<file path="config.mk">
export PLATFORM = sky130hd
export DESIGN_NAME = pdsq_top
export DESIGN_NICKNAME = d
export VERILOG_FILES = /design/src/design/pdsq_pkg.sv /design/src/design/pdsq_sync.sv /design/src/design/pdsq_oneshot.sv /design/src/design/pdsq_top.sv
export SDC_FILE = /design/constraint.sdc
export NUM_CORES = 1
export LEC_CHECK = 0
export BUFFER_PORTS_ARGS = -buffer_cell sky130_fd_sc_hd__buf_2
export CAP_MARGIN = 0
export CORE_UTILIZATION = 50
export CTS_BUF_LIST = sky130_fd_sc_hd__clkbuf_8 sky130_fd_sc_hd__clkbuf_16
export DETAILED_ROUTE_END_ITERATION = 8
export PLACE_DENSITY = 0.69
export SLEW_MARGIN = 0
export SYNTH_ARGS = -nofsm -noshare
export SYNTH_HDL_FRONTEND = slang
export SYNTH_SLANG_ARGS = --single-unit
</file>
<file path="constraint.sdc">
create_clock -name CLK -period 32.5 [get_ports CLK]
set_clock_uncertainty 0.15 [all_clocks]
set_input_delay 3.25 -clock CLK [delete_from_list [all_inputs] [get_ports CLK]]
set_output_delay 3.25 -clock CLK [all_outputs]
set_load 0.01 [all_outputs]
</file>
<file path="src/design/pdsq_pkg.sv">
package pdsq_pkg;

  // Clock
  localparam int CLK_NS = 25;

  // Register map
  localparam int              REG_AW        = 6;
  localparam logic [5:0]      OFS_CTRL      = 6'h00;
  localparam logic [5:0]      OFS_LIM_BASE  = 6'h04;
  localparam logic [5:0]      OFS_SPARK_SET = 6'h14;
  localparam logic [5:0]      OFS_PH_DELAY  = 6'h18;
  localparam logic [5:0]      OFS_STATUS    = 6'h1c;
  localparam logic [5:0]      OFS_IRQ_STAT  = 6'h20;
  localparam logic [5:0]      OFS_IRQ_EN    = 6'h24;
  localparam logic [5:0]      OFS_IRQ_CLR   = 6'h28;

  // Control fields
  localparam int CTRL_ENABLE_BIT = 0;
  localparam int CTRL_SPARK_BIT  = 1;

  // Interrupt event positions
  localparam int IRQ_OVERCURRENT = 0;
  localparam int IRQ_LIMIT       = 1;
  localparam int IRQ_SPARK       = 2;
  localparam int IRQ_BLOCK       = 3;
  localparam int IRQ_N           = 4;

  // Monitored channels
  localparam int LIM_N = 4;

  // Times in ns
  localparam int T_START_NS    = 250;
  localparam int T_STOP_NS     = 250;
  localparam int T_HOLD_NS     = 100000;
  localparam int T_DETECT_NS   = 3000;
  localparam int T_OSC_HALF_NS = 1250;

  // Cycle counts
  localparam logic [15:0] START_CYC    = 16'((T_START_NS + CLK_NS - 1) / CLK_NS);
  localparam logic [15:0] STOP_CYC     = 16'((T_STOP_NS + CLK_NS - 1) / CLK_NS);
  localparam logic [15:0] HOLD_CYC     = 16'((T_HOLD_NS + CLK_NS - 1) / CLK_NS);
  localparam logic [15:0] DETECT_CYC   = 16'((T_DETECT_NS + CLK_NS - 1) / CLK_NS);
  localparam logic [15:0] OSC_HALF_CYC = 16'(T_OSC_HALF_NS / CLK_NS);

  // Reset values
  localparam logic [1:0]  CTRL_RST     = 2'h0;
  localparam logic [15:0] PH_DELAY_RST = 16'h0004;
  localparam logic [15:0] LIM_RST      = 16'hffff;

endpackage

</file>
<file path="src/design/pdsq_sync.sv">
module pdsq_sync #(
  parameter int W = 1
) (
  input  wire logic         clk,
  input  wire logic         rst_n,
  input  wire logic         ce,
  input  wire logic [W-1:0] d,
  output logic      [W-1:0] q
);

  logic [W-1:0] meta_q;

  // Two-stage synchroniser
  always_ff @(posedge clk or negedge rst_n) begin
    if (!rst_n) begin
      meta_q <= '0;
      q      <= '0;
    end else if (ce) begin
      meta_q <= d;
      q      <= meta_q;
    end
  end

endmodule

</file>
<file path="src/design/pdsq_oneshot.sv">
module pdsq_oneshot #(
  parameter int CW = 16
) (
  input  wire logic          clk,
  input  wire logic          rst_n,
  input  wire logic          ce,
  input  wire logic          trig,
  input  wire logic [CW-1:0] width,
  output logic               busy
);

  logic [CW-1:0] cnt_q;

  // Retriggerable down counter
  always_ff @(posedge clk or negedge rst_n) begin
    if (!rst_n) begin
      cnt_q <= '0;
    end else if (ce) begin
      if (trig) begin
        cnt_q <= width;
      end else if (cnt_q != '0) begin
        cnt_q <= cnt_q - 1'b1;
      end
    end
  end

  assign busy = (cnt_q != '0);
endmodule

</file>
<file path="src/design/pdsq_top.sv">
// Function
// - Zero-crossing pulses drive actuation while current is detected, else the oscillator.
// - Averaged overcurrent blocks actuation and holds the block for a minimum time.
// - Software loads four limit words and each measurement is compared with its limit.
// - Any limit violation blocks actuation and starts a second minimum hold.
// - The stage is blocked unless enabled, interlock granted and processor not in reset.
// - With spark regulation on, spark excess lights an indicator and blocks for the hold.
// - From off, the sequence is start A, stop A, start B, stop B, repeating.
// - Every edge of the selected zero-crossing signal gives one short pulse.
// - Doubled pulses are extended by a programmable phase delay.
// - A toggle halves the pulses into a 1:1 select, high for A, inverted for B.
// - Separate one-shots make the start and the stop pulse for the selected transistor.
// - Without start permit all starts are suppressed while stops still pass.
// - Both transistors are never commanded on together and stop wins over start.
// - Current detect is a retriggerable timer slightly longer than one HF period.
module pdsq_top
  import pdsq_pkg::*;
#(
  parameter int DW = 16,
  parameter int MW = 16
) (
  input  wire logic              CLK,
  input  wire logic              RST_B,
  input  wire logic              CE,
  input  wire logic [REG_AW-1:0] ADDR,
  input  wire logic [DW-1:0]     WR_DATA,
  input  wire logic              WR_EN,
  input  wire logic              RD_EN,
  output logic      [DW-1:0]     RD_DATA,
  input  wire logic              ZC_CMP,
  input  wire logic              OVC_CMP,
  input  wire logic              INTERLOCK_OK,
  input  wire logic              CPU_RESET,
  input  wire logic              START_PERMIT,
  input  wire logic [MW-1:0]     PATIENT_VOLTAGE_MEAS,
  input  wire logic [MW-1:0]     PATIENT_CURRENT_MEAS,
  input  wire logic [MW-1:0]     SUPPLY_VOLTAGE_MEAS,
  input  wire logic [MW-1:0]     SUPPLY_CURRENT_MEAS,
  input  wire logic [MW-1:0]     SPARK_LEVEL_MEAS,
  output logic                   SEL_A,
  output logic                   SEL_B,
  output logic                   START_PULSE,
  output logic                   STOP_PULSE,
  output logic                   SPARK_LED,
  output logic                   IRQ
);

  logic              rst_m_q;
  logic              rst_n;
  logic [4:0]        bits_s;
  logic              zc_s;
  logic              ovc_s;
  logic              intlk_s;
  logic              cpurst_s;
  logic              permit_s;
  logic [5*MW-1:0]   words_s;
  logic [MW-1:0]     meas [LIM_N];
  logic [MW-1:0]     spark_s;
  logic [1:0]        ctrl_q;
  logic [DW-1:0]     lim_q [LIM_N];
  logic [DW-1:0]     spark_set_q;
  logic [DW-1:0]     ph_delay_q;
  logic [IRQ_N-1:0]  irq_st_q;
  logic [IRQ_N-1:0]  irq_en_q;
  logic [IRQ_N-1:0]  irq_ev;
  logic [IRQ_N-1:0]  irq_clr;
  logic [LIM_N-1:0]  viol;
  logic              spark_ex;
  logic              det_busy;
  logic              ovc_busy;
  logic              lim_busy;
  logic              ph_busy;
  logic              ph_busy_d_q;
  logic              start_busy;
  logic              stop_busy;
  logic              stop_busy_d_q;
  logic [15:0]       osc_cnt_q;
  logic              osc_q;
  logic              src;
  logic              src_d_q;
  logic              dbl_q;
  logic              evt;
  logic              blk_d;
  logic              blk_q;
  logic              on_q;
  logic              sel_a_q;
  logic              start_trig;
  logic              stop_trig;
  logic [DW-1:0]     rd_d;

  // Reset release
  always_ff @(posedge CLK or negedge RST_B) begin
    if (!RST_B) begin
      rst_m_q <= 1'b0;
      rst_n   <= 1'b0;
    end else begin
      rst_m_q <= 1'b1;
      rst_n   <= rst_m_q;
    end
  end

  // Input synchronisers
  pdsq_sync #(.W(5)) u_sync_bits (
    .clk   (CLK),
    .rst_n (rst_n),
    .ce    (CE),
    .d     ({ZC_CMP, OVC_CMP, INTERLOCK_OK, CPU_RESET, START_PERMIT}),
    .q     (bits_s)
  );
  assign {zc_s, ovc_s, intlk_s, cpurst_s, permit_s} = bits_s;

  pdsq_sync #(.W(5*MW)) u_sync_words (
    .clk   (CLK),
    .rst_n (rst_n),
    .ce    (CE),
    .d     ({SPARK_LEVEL_MEAS, SUPPLY_CURRENT_MEAS, SUPPLY_VOLTAGE_MEAS,
             PATIENT_CURRENT_MEAS, PATIENT_VOLTAGE_MEAS}),
    .q     (words_s)
  );
  assign spark_s = words_s[4*MW +: MW];

  // Limit comparators
  genvar gi;
  generate
    for (gi = 0; gi < LIM_N; gi++) begin : g_lim
      assign meas[gi] = words_s[gi*MW +: MW];
      assign viol[gi] = (DW'(meas[gi]) > lim_q[gi]);
    end
  endgenerate

  assign spark_ex = ctrl_q[CTRL_SPARK_BIT] && (DW'(spark_s) > spark_set_q);

  // Register writes
  always_ff @(posedge CLK or negedge rst_n) begin
    if (!rst_n) begin
      ctrl_q      <= CTRL_RST;
      spark_set_q <= '1;
      ph_delay_q  <= DW'(PH_DELAY_RST);
      irq_en_q    <= '0;
      for (int i = 0; i < LIM_N; i++) begin
        lim_q[i] <= DW'(LIM_RST);
      end
    end else if (CE && WR_EN) begin
      case (ADDR)
        OFS_CTRL:      ctrl_q      <= WR_DATA[1:0];
        OFS_SPARK_SET: spark_set_q <= WR_DATA;
        OFS_PH_DELAY:  ph_delay_q  <= WR_DATA;
        OFS_IRQ_EN:    irq_en_q    <= WR_DATA[IRQ_N-1:0];
        default: begin
          for (int i = 0; i < LIM_N; i++) begin
            if (ADDR == OFS_LIM_BASE + REG_AW'(4 * i)) begin
              lim_q[i] <= WR_DATA;
            end
          end
        end
      endcase
    end
  end

  // Sticky interrupt status, set wins over clear
  assign irq_clr = (WR_EN && ADDR == OFS_IRQ_CLR) ? WR_DATA[IRQ_N-1:0] : '0;
  assign irq_ev  = {blk_d && !blk_q, spark_ex, |viol, ovc_s};

  always_ff @(posedge CLK or negedge rst_n) begin
    if (!rst_n) begin
      irq_st_q <= '0;
      IRQ      <= 1'b0;
    end else if (CE) begin
      irq_st_q <= (irq_st_q & ~irq_clr) | irq_ev;
      IRQ      <= |(irq_st_q & irq_en_q);
    end
  end

  // Register reads
  always_comb begin
    rd_d = '0;
    case (ADDR)
      OFS_CTRL:      rd_d = DW'(ctrl_q);
      OFS_SPARK_SET: rd_d = spark_set_q;
      OFS_PH_DELAY:  rd_d = ph_delay_q;
      OFS_STATUS:    rd_d = DW'({SPARK_LED, det_busy, on_q, sel_a_q, blk_q});
      OFS_IRQ_STAT:  rd_d = DW'(irq_st_q);
      OFS_IRQ_EN:    rd_d = DW'(irq_en_q);
      default: begin
        for (int i = 0; i < LIM_N; i++) begin
          if (ADDR == OFS_LIM_BASE + REG_AW'(4 * i)) begin
            rd_d = lim_q[i];
          end
        end
      end
    endcase
  end

  always_ff @(posedge CLK or negedge rst_n) begin
    if (!rst_n) begin
      RD_DATA <= '0;
    end else if (CE) begin
      RD_DATA <= RD_EN ? rd_d : '0;
    end
  end

  // Safety holds
  pdsq_oneshot u_ovc_hold (
    .clk   (CLK),
    .rst_n (rst_n),
    .ce    (CE),
    .trig  (ovc_s),
    .width (HOLD_CYC),
    .busy  (ovc_busy)
  );

  pdsq_oneshot u_lim_hold (
    .clk   (CLK),
    .rst_n (rst_n),
    .ce    (CE),
    .trig  ((|viol) || spark_ex),
    .width (HOLD_CYC),
    .busy  (lim_busy)
  );

  assign blk_d = ovc_s || ovc_busy || (|viol) || spark_ex || lim_busy
              || !ctrl_q[CTRL_ENABLE_BIT] || !intlk_s || cpurst_s;

  always_ff @(posedge CLK or negedge rst_n) begin
    if (!rst_n) begin
      blk_q     <= 1'b1;
      SPARK_LED <= 1'b0;
    end else if (CE) begin
      blk_q     <= blk_d;
      SPARK_LED <= spark_ex;
    end
  end

  // Current detect and start oscillator
  pdsq_oneshot u_detect (
    .clk   (CLK),
    .rst_n (rst_n),
    .ce    (CE),
    .trig  (zc_s),
    .width (DETECT_CYC),
    .busy  (det_busy)
  );

  always_ff @(posedge CLK or negedge rst_n) begin
    if (!rst_n) begin
      osc_cnt_q <= '0;
      osc_q     <= 1'b0;
    end else if (CE) begin
      if (osc_cnt_q >= OSC_HALF_CYC - 16'h0001) begin
        osc_cnt_q <= '0;
        osc_q     <= ~osc_q;
      end else begin
        osc_cnt_q <= osc_cnt_q + 16'h0001;
      end
    end
  end

  assign src = det_busy ? zc_s : osc_q;

  // Edge doubler and phase delay
  always_ff @(posedge CLK or negedge rst_n) begin
    if (!rst_n) begin
      src_d_q       <= 1'b0;
      dbl_q         <= 1'b0;
      ph_busy_d_q   <= 1'b0;
      stop_busy_d_q <= 1'b0;
    end else if (CE) begin
      src_d_q       <= src;
      dbl_q         <= src ^ src_d_q;
      ph_busy_d_q   <= ph_busy;
      stop_busy_d_q <= stop_busy;
    end
  end

  pdsq_oneshot u_phase (
    .clk   (CLK),
    .rst_n (rst_n),
    .ce    (CE),
    .trig  (dbl_q),
    .width (16'(ph_delay_q) + 16'h0001),
    .busy  (ph_busy)
  );

  assign evt = ph_busy_d_q && !ph_busy;

  // Start/stop sequencing
  assign start_trig = evt && !on_q && !blk_q && permit_s
                   && !stop_busy && !stop_busy_d_q;
  assign stop_trig  = (evt && on_q) || (blk_q && on_q);

  always_ff @(posedge CLK or negedge rst_n) begin
    if (!rst_n) begin
      on_q    <= 1'b0;
      sel_a_q <= 1'b1;
    end else if (CE) begin
      if (start_trig) begin
        on_q <= 1'b1;
      end else if (stop_trig) begin
        on_q <= 1'b0;
      end
      // Select held until a pending stop has reached its transistor
      if (blk_q && !on_q && !stop_busy && !stop_busy_d_q) begin
        sel_a_q <= 1'b1;
      end else if (!blk_q && stop_busy_d_q && !stop_busy) begin
        sel_a_q <= ~sel_a_q;
      end
    end
  end

  pdsq_oneshot u_start (
    .clk   (CLK),
    .rst_n (rst_n),
    .ce    (CE),
    .trig  (start_trig),
    .width (START_CYC),
    .busy  (start_busy)
  );

  pdsq_oneshot u_stop (
    .clk   (CLK),
    .rst_n (rst_n),
    .ce    (CE),
    .trig  (stop_trig),
    .width (STOP_CYC),
    .busy  (stop_busy)
  );

  // Drive outputs
  always_ff @(posedge CLK or negedge rst_n) begin
    if (!rst_n) begin
      SEL_A       <= 1'b1;
      SEL_B       <= 1'b0;
      START_PULSE <= 1'b0;
      STOP_PULSE  <= 1'b0;
    end else if (CE) begin
      SEL_A       <= sel_a_q;
      SEL_B       <= ~sel_a_q;
      START_PULSE <= start_busy && !stop_busy && !blk_q && permit_s;
      STOP_PULSE  <= stop_busy;
    end
  end
endmodule

</file>
==> summary.txt <==
status - finished clean
Worst Setup End Kind - flop
hold violation total from the final report - 0
post-layout net count - 2122
number of design-rule violations left by the first detailed-router iteration - 1052
sequential share of power - 44.9%
Die Width - 203 um
Max clock buf depth - 3
total CTS buffers - 45
largest fanout on the critical path - 46
TritonRoute pass-1 iters - 8
overall overflow remaining after global route - 0
share of synthesized registers carrying an async set or reset - 100%
leading post-synthesis cells by cell area - sky130_fd_sc_hd__dfrtp_1 41%, sky130_fd_sc_hd__mux2_2 13%, sky130_fd_sc_hd__dfstp_2 11%, sky130_fd_sc_hd__ha_1 5.6%, sky130_fd_sc_hd__nand2_1 2.6%
worst-case reg-to-reg path depth - 10
Warnings, synthesis - 0
last weighted congestion value of the routability-driven placer - 0.861
cts repair resizes - 0
sort of element at the start of the critical path - primary input
number of core rows - 73
core area - 39800 um2
Post-DP HPWL - 34.2 mm
number of instances in the synthesized netlist - 1795
number of synthesized flops with an enable pin - 0
antenna violations before repair - 4
worst setup path startpoint - CE
GRT Total Usage - 24.1%
total of max-cap violations - 0
xor and xnor fraction of the mapped netlist area - 2.59%
wire per inst - 19.5 um
upper clock frequency limit - 187 MHz
Clock Pin Slew Worst Setup and Hold Paths - 0.06 ns
largest family of logic cells by synthesized area - multiplexers
Leak - 10.2 nW
quantity of hold-fixing buffers added after cts - 0
number of input and output port buffers inserted - 133
number of clock sinks - 419
wire length of the first global-routing pass - 78.6 mm
Boundary Pins - 134
final worst-path cycle share - 16.5%
unrepaired setup endpoints after global routing - false
dpl cells - 2398
Worst setup endpoint - u_stop.cnt_q[10]$_DFFE_PN0P_
start-to-end type of the worst setup path - in2reg
clock root buffer master - sky130_fd_sc_hd__clkbuf_16
final max-slew violation count - 0
post-route DRC violation count - 0
most frequent cells in the layout - 334 x sky130_fd_sc_hd__dfrtp_1, 240 x sky130_fd_sc_hd__mux2_2, 141 x sky130_fd_sc_hd__nand2_1
register bit total from synthesis - 419
synthesized area per cell - 11.3 um2
Synth top area share - 41.3%
effective utilization at floorplan - 50.9%
final routed wirelength across all metal layers - 48.4 mm
latest clock arrival within the worst-skew pair - 0.59 ns
vias in the first global route - 14600
Layout Cells excl Fill - 2485
# Post-CTS Setup Buffers - 0
fraction of the mapped netlist area in simple logic gates - 11.7%
reg-to-reg critical path startpoint - lim_q[47]$_DFFE_PN1P_
die extent in y - 203 um
final setup violating endpoints - 0
commonest non-fill, non-tap cell in the layout - sky130_fd_sc_hd__dfrtp_1
power density over the cells - 65.8 nW/um2
hold_ws - 0.0748 ns
TritonCTS clock tree - done
vias per std cell - 5.83
pin count of the biggest net entering global routing - 166
Top FF cell, synth - sky130_fd_sc_hd__dfrtp_1
Reg2Reg Capture Point - u_lim_hold.cnt_q[11]$_DFFE_PN0P_
routed vias - 14500
post-synth cell types - 78
proportion of synthesized area in mux cells - 13.8%
synthesized area - 20300 um2
worst ir drop on vdd - 43.4 uV
Post-Synthesis Net Count - 1997
shortest period the worst path allows - 5.35 ns
worst slew margin relative to its limit - 26.2%
Comb power frac - 16.6%
fraction of the mapped netlist area in adder cells - 5.55%
area fraction in compound gates after synthesis - 10.8%
slew at the pin closest to its max-slew limit - 1.10 ns
cell type contributing the most total cell area after synthesis - sky130_fd_sc_hd__dfrtp_1
number of levels in the clock H-tree - 2
number of routed nets with antenna violations - 0
area growth from synthesis to layout - 14.4%
share of synthesized area occupied by flip-flops and latches - 52.2%
Sw Pwr - 0.000432 W
data required time at the worst endpoint - 32.79 ns
switching share of total power - 28.3%
final total negative setup slack - 0 ns
layout cell share with drive strength beyond 1 - 29.8%
count of fill cells added during filler insertion - 3354
R2R setup slack - 28.27 ns
data arrival time of the critical path - 5.64 ns
internal power - 0.00110 W
Clock power frac - 38.5%
Total Die Area - 41400 um2
worst min path class - reg2async
[Yosys cell counts, types with 14 or more instances]
cell and number:
sky130_fd_sc_hd__dfrtp_1 335, sky130_fd_sc_hd__mux2_2 240, sky130_fd_sc_hd__nand2_1 141, sky130_fd_sc_hd__nor2_1 117, sky130_fd_sc_hd__inv_1 109, sky130_fd_sc_hd__ha_1 90
sky130_fd_sc_hd__dfstp_2 84, sky130_fd_sc_hd__o21ai_0 80, sky130_fd_sc_hd__a21oi_1 66, sky130_fd_sc_hd__clkbuf_1 60, sky130_fd_sc_hd__xnor2_1 38, sky130_fd_sc_hd__a22oi_1 34
sky130_fd_sc_hd__nand3_1 34, sky130_fd_sc_hd__nor3_1 31, sky130_fd_sc_hd__or3_1 31, sky130_fd_sc_hd__nand4_1 27, sky130_fd_sc_hd__xor2_1 22, sky130_fd_sc_hd__nor4_1 20
sky130_fd_sc_hd__a31oi_1 17, sky130_fd_sc_hd__o2bb2ai_1 16, sky130_fd_sc_hd__nand2b_1 14
[worst max-delay path: stages]
cell and delay, ns:
sky130_fd_sc_hd__clkbuf_8 0.32, sky130_fd_sc_hd__inv_1 0.23, sky130_fd_sc_hd__buf_4 0.31, sky130_fd_sc_hd__a211oi_4 0.72, sky130_fd_sc_hd__o211ai_1 0.31, sky130_fd_sc_hd__nor3_1 0.24, sky130_fd_sc_hd__xnor2_1 0.15, sky130_fd_sc_hd__nor2_1 0.05
[kinds of logic after synthesis]
kind of cell	Yosys count
simple gates	477
buf+inv	179
other cells	1
xor+xnor	60
compound gates	319
flops	419
fa+ha+maj	90
mux	250
[flip-flops by register name (all words and copies together), names as in the netlist, 5 cells and up]
name	cells
osc_cnt_q	16
u_lim_hold.cnt_q	16
u_start.cnt_q	16
u_sync_bits.meta_q	5
RD_DATA	16
u_sync_words.meta_q	80
u_phase.cnt_q	16
u_sync_bits.q	5
ph_delay_q	16
lim_q	64
u_stop.cnt_q	16
u_ovc_hold.cnt_q	16
u_sync_words.q	80
spark_set_q	16
u_detect.cnt_q	16
[power groups by stage]
stage | logic (W) | registers (W) | clock network (W)
finish | 0.000253 | 0.000686 | 0.000588
detailed placement | 0.000252 | 0.000693 | 0
floorplan | 0.000191 | 0.000673 | 0
global placement | 0.000239 | 0.000688 | 0
global route | 0.000288 | 0.000697 | 0.000619
CTS | 0.000254 | 0.000684 | 0.000600
[worst min-delay path by stage]
stage | cells after the start | slack, ns | endpoint | from
finish | 0 | 0.07 | u_sync_words.meta_q[9]$_DFFE_PN0P_ | rst_n$_DFF_PN0_
global route | 0 | 0.10 | u_sync_words.meta_q[9]$_DFFE_PN0P_ | rst_n$_DFF_PN0_
CTS | 0 | 0.08 | u_sync_words.meta_q[9]$_DFFE_PN0P_ | rst_n$_DFF_PN0_
detailed placement | 0 | 0.08 | u_sync_words.meta_q[9]$_DFFE_PN0P_ | rst_n$_DFF_PN0_
global placement | 0 | 0.08 | u_sync_words.meta_q[9]$_DFFE_PN0P_ | rst_n$_DFF_PN0_
floorplan | 0 | 0.18 | rst_n$_DFF_PN0_ | rst_m_q$_DFF_PN0_
[routing by layer]
metal / vias up / routed length (um) / global-route usage, %
met2: 454 / 22800 / 38.1
li1: 6685 / - / -
met1: 7242 / 20700 / 32.4
met4: 4 / 2130 / 12.1
met5: - / 22 / 0
met3: 112 / 2740 / 3.79
[final cells by class]
cell class                 instances  area, um2  area share, %
inverter                         110        413           1.78
clock inverter                    29        454           1.96
timing repair buffer             147        792           3.41
antenna                            3       7.51         0.0324
tap                              525        657           2.83
clock buffer                      55       1270           5.49
sequential                       419      10600           45.7
multi-input combinational       1197       9010           38.8
[metrics by stage]
step | worst slack (ns) | util [%] | cell area, um2 | total power (W)
after floorplan | 19.95 | - | 20300 | 0.000864
after global placement | 26.65 | 53.9 | 21500 | 0.000927
after detailed placement | 26.56 | 53.9 | 21500 | 0.000945
after CTS | 27.21 | 58.3 | 23200 | 0.00154
after global routing | 26.96 | 58.3 | 23200 | 0.00160
final | 27.15 | 58.3 | 23200 | 0.00153
(Power assumes the default switching activity.)
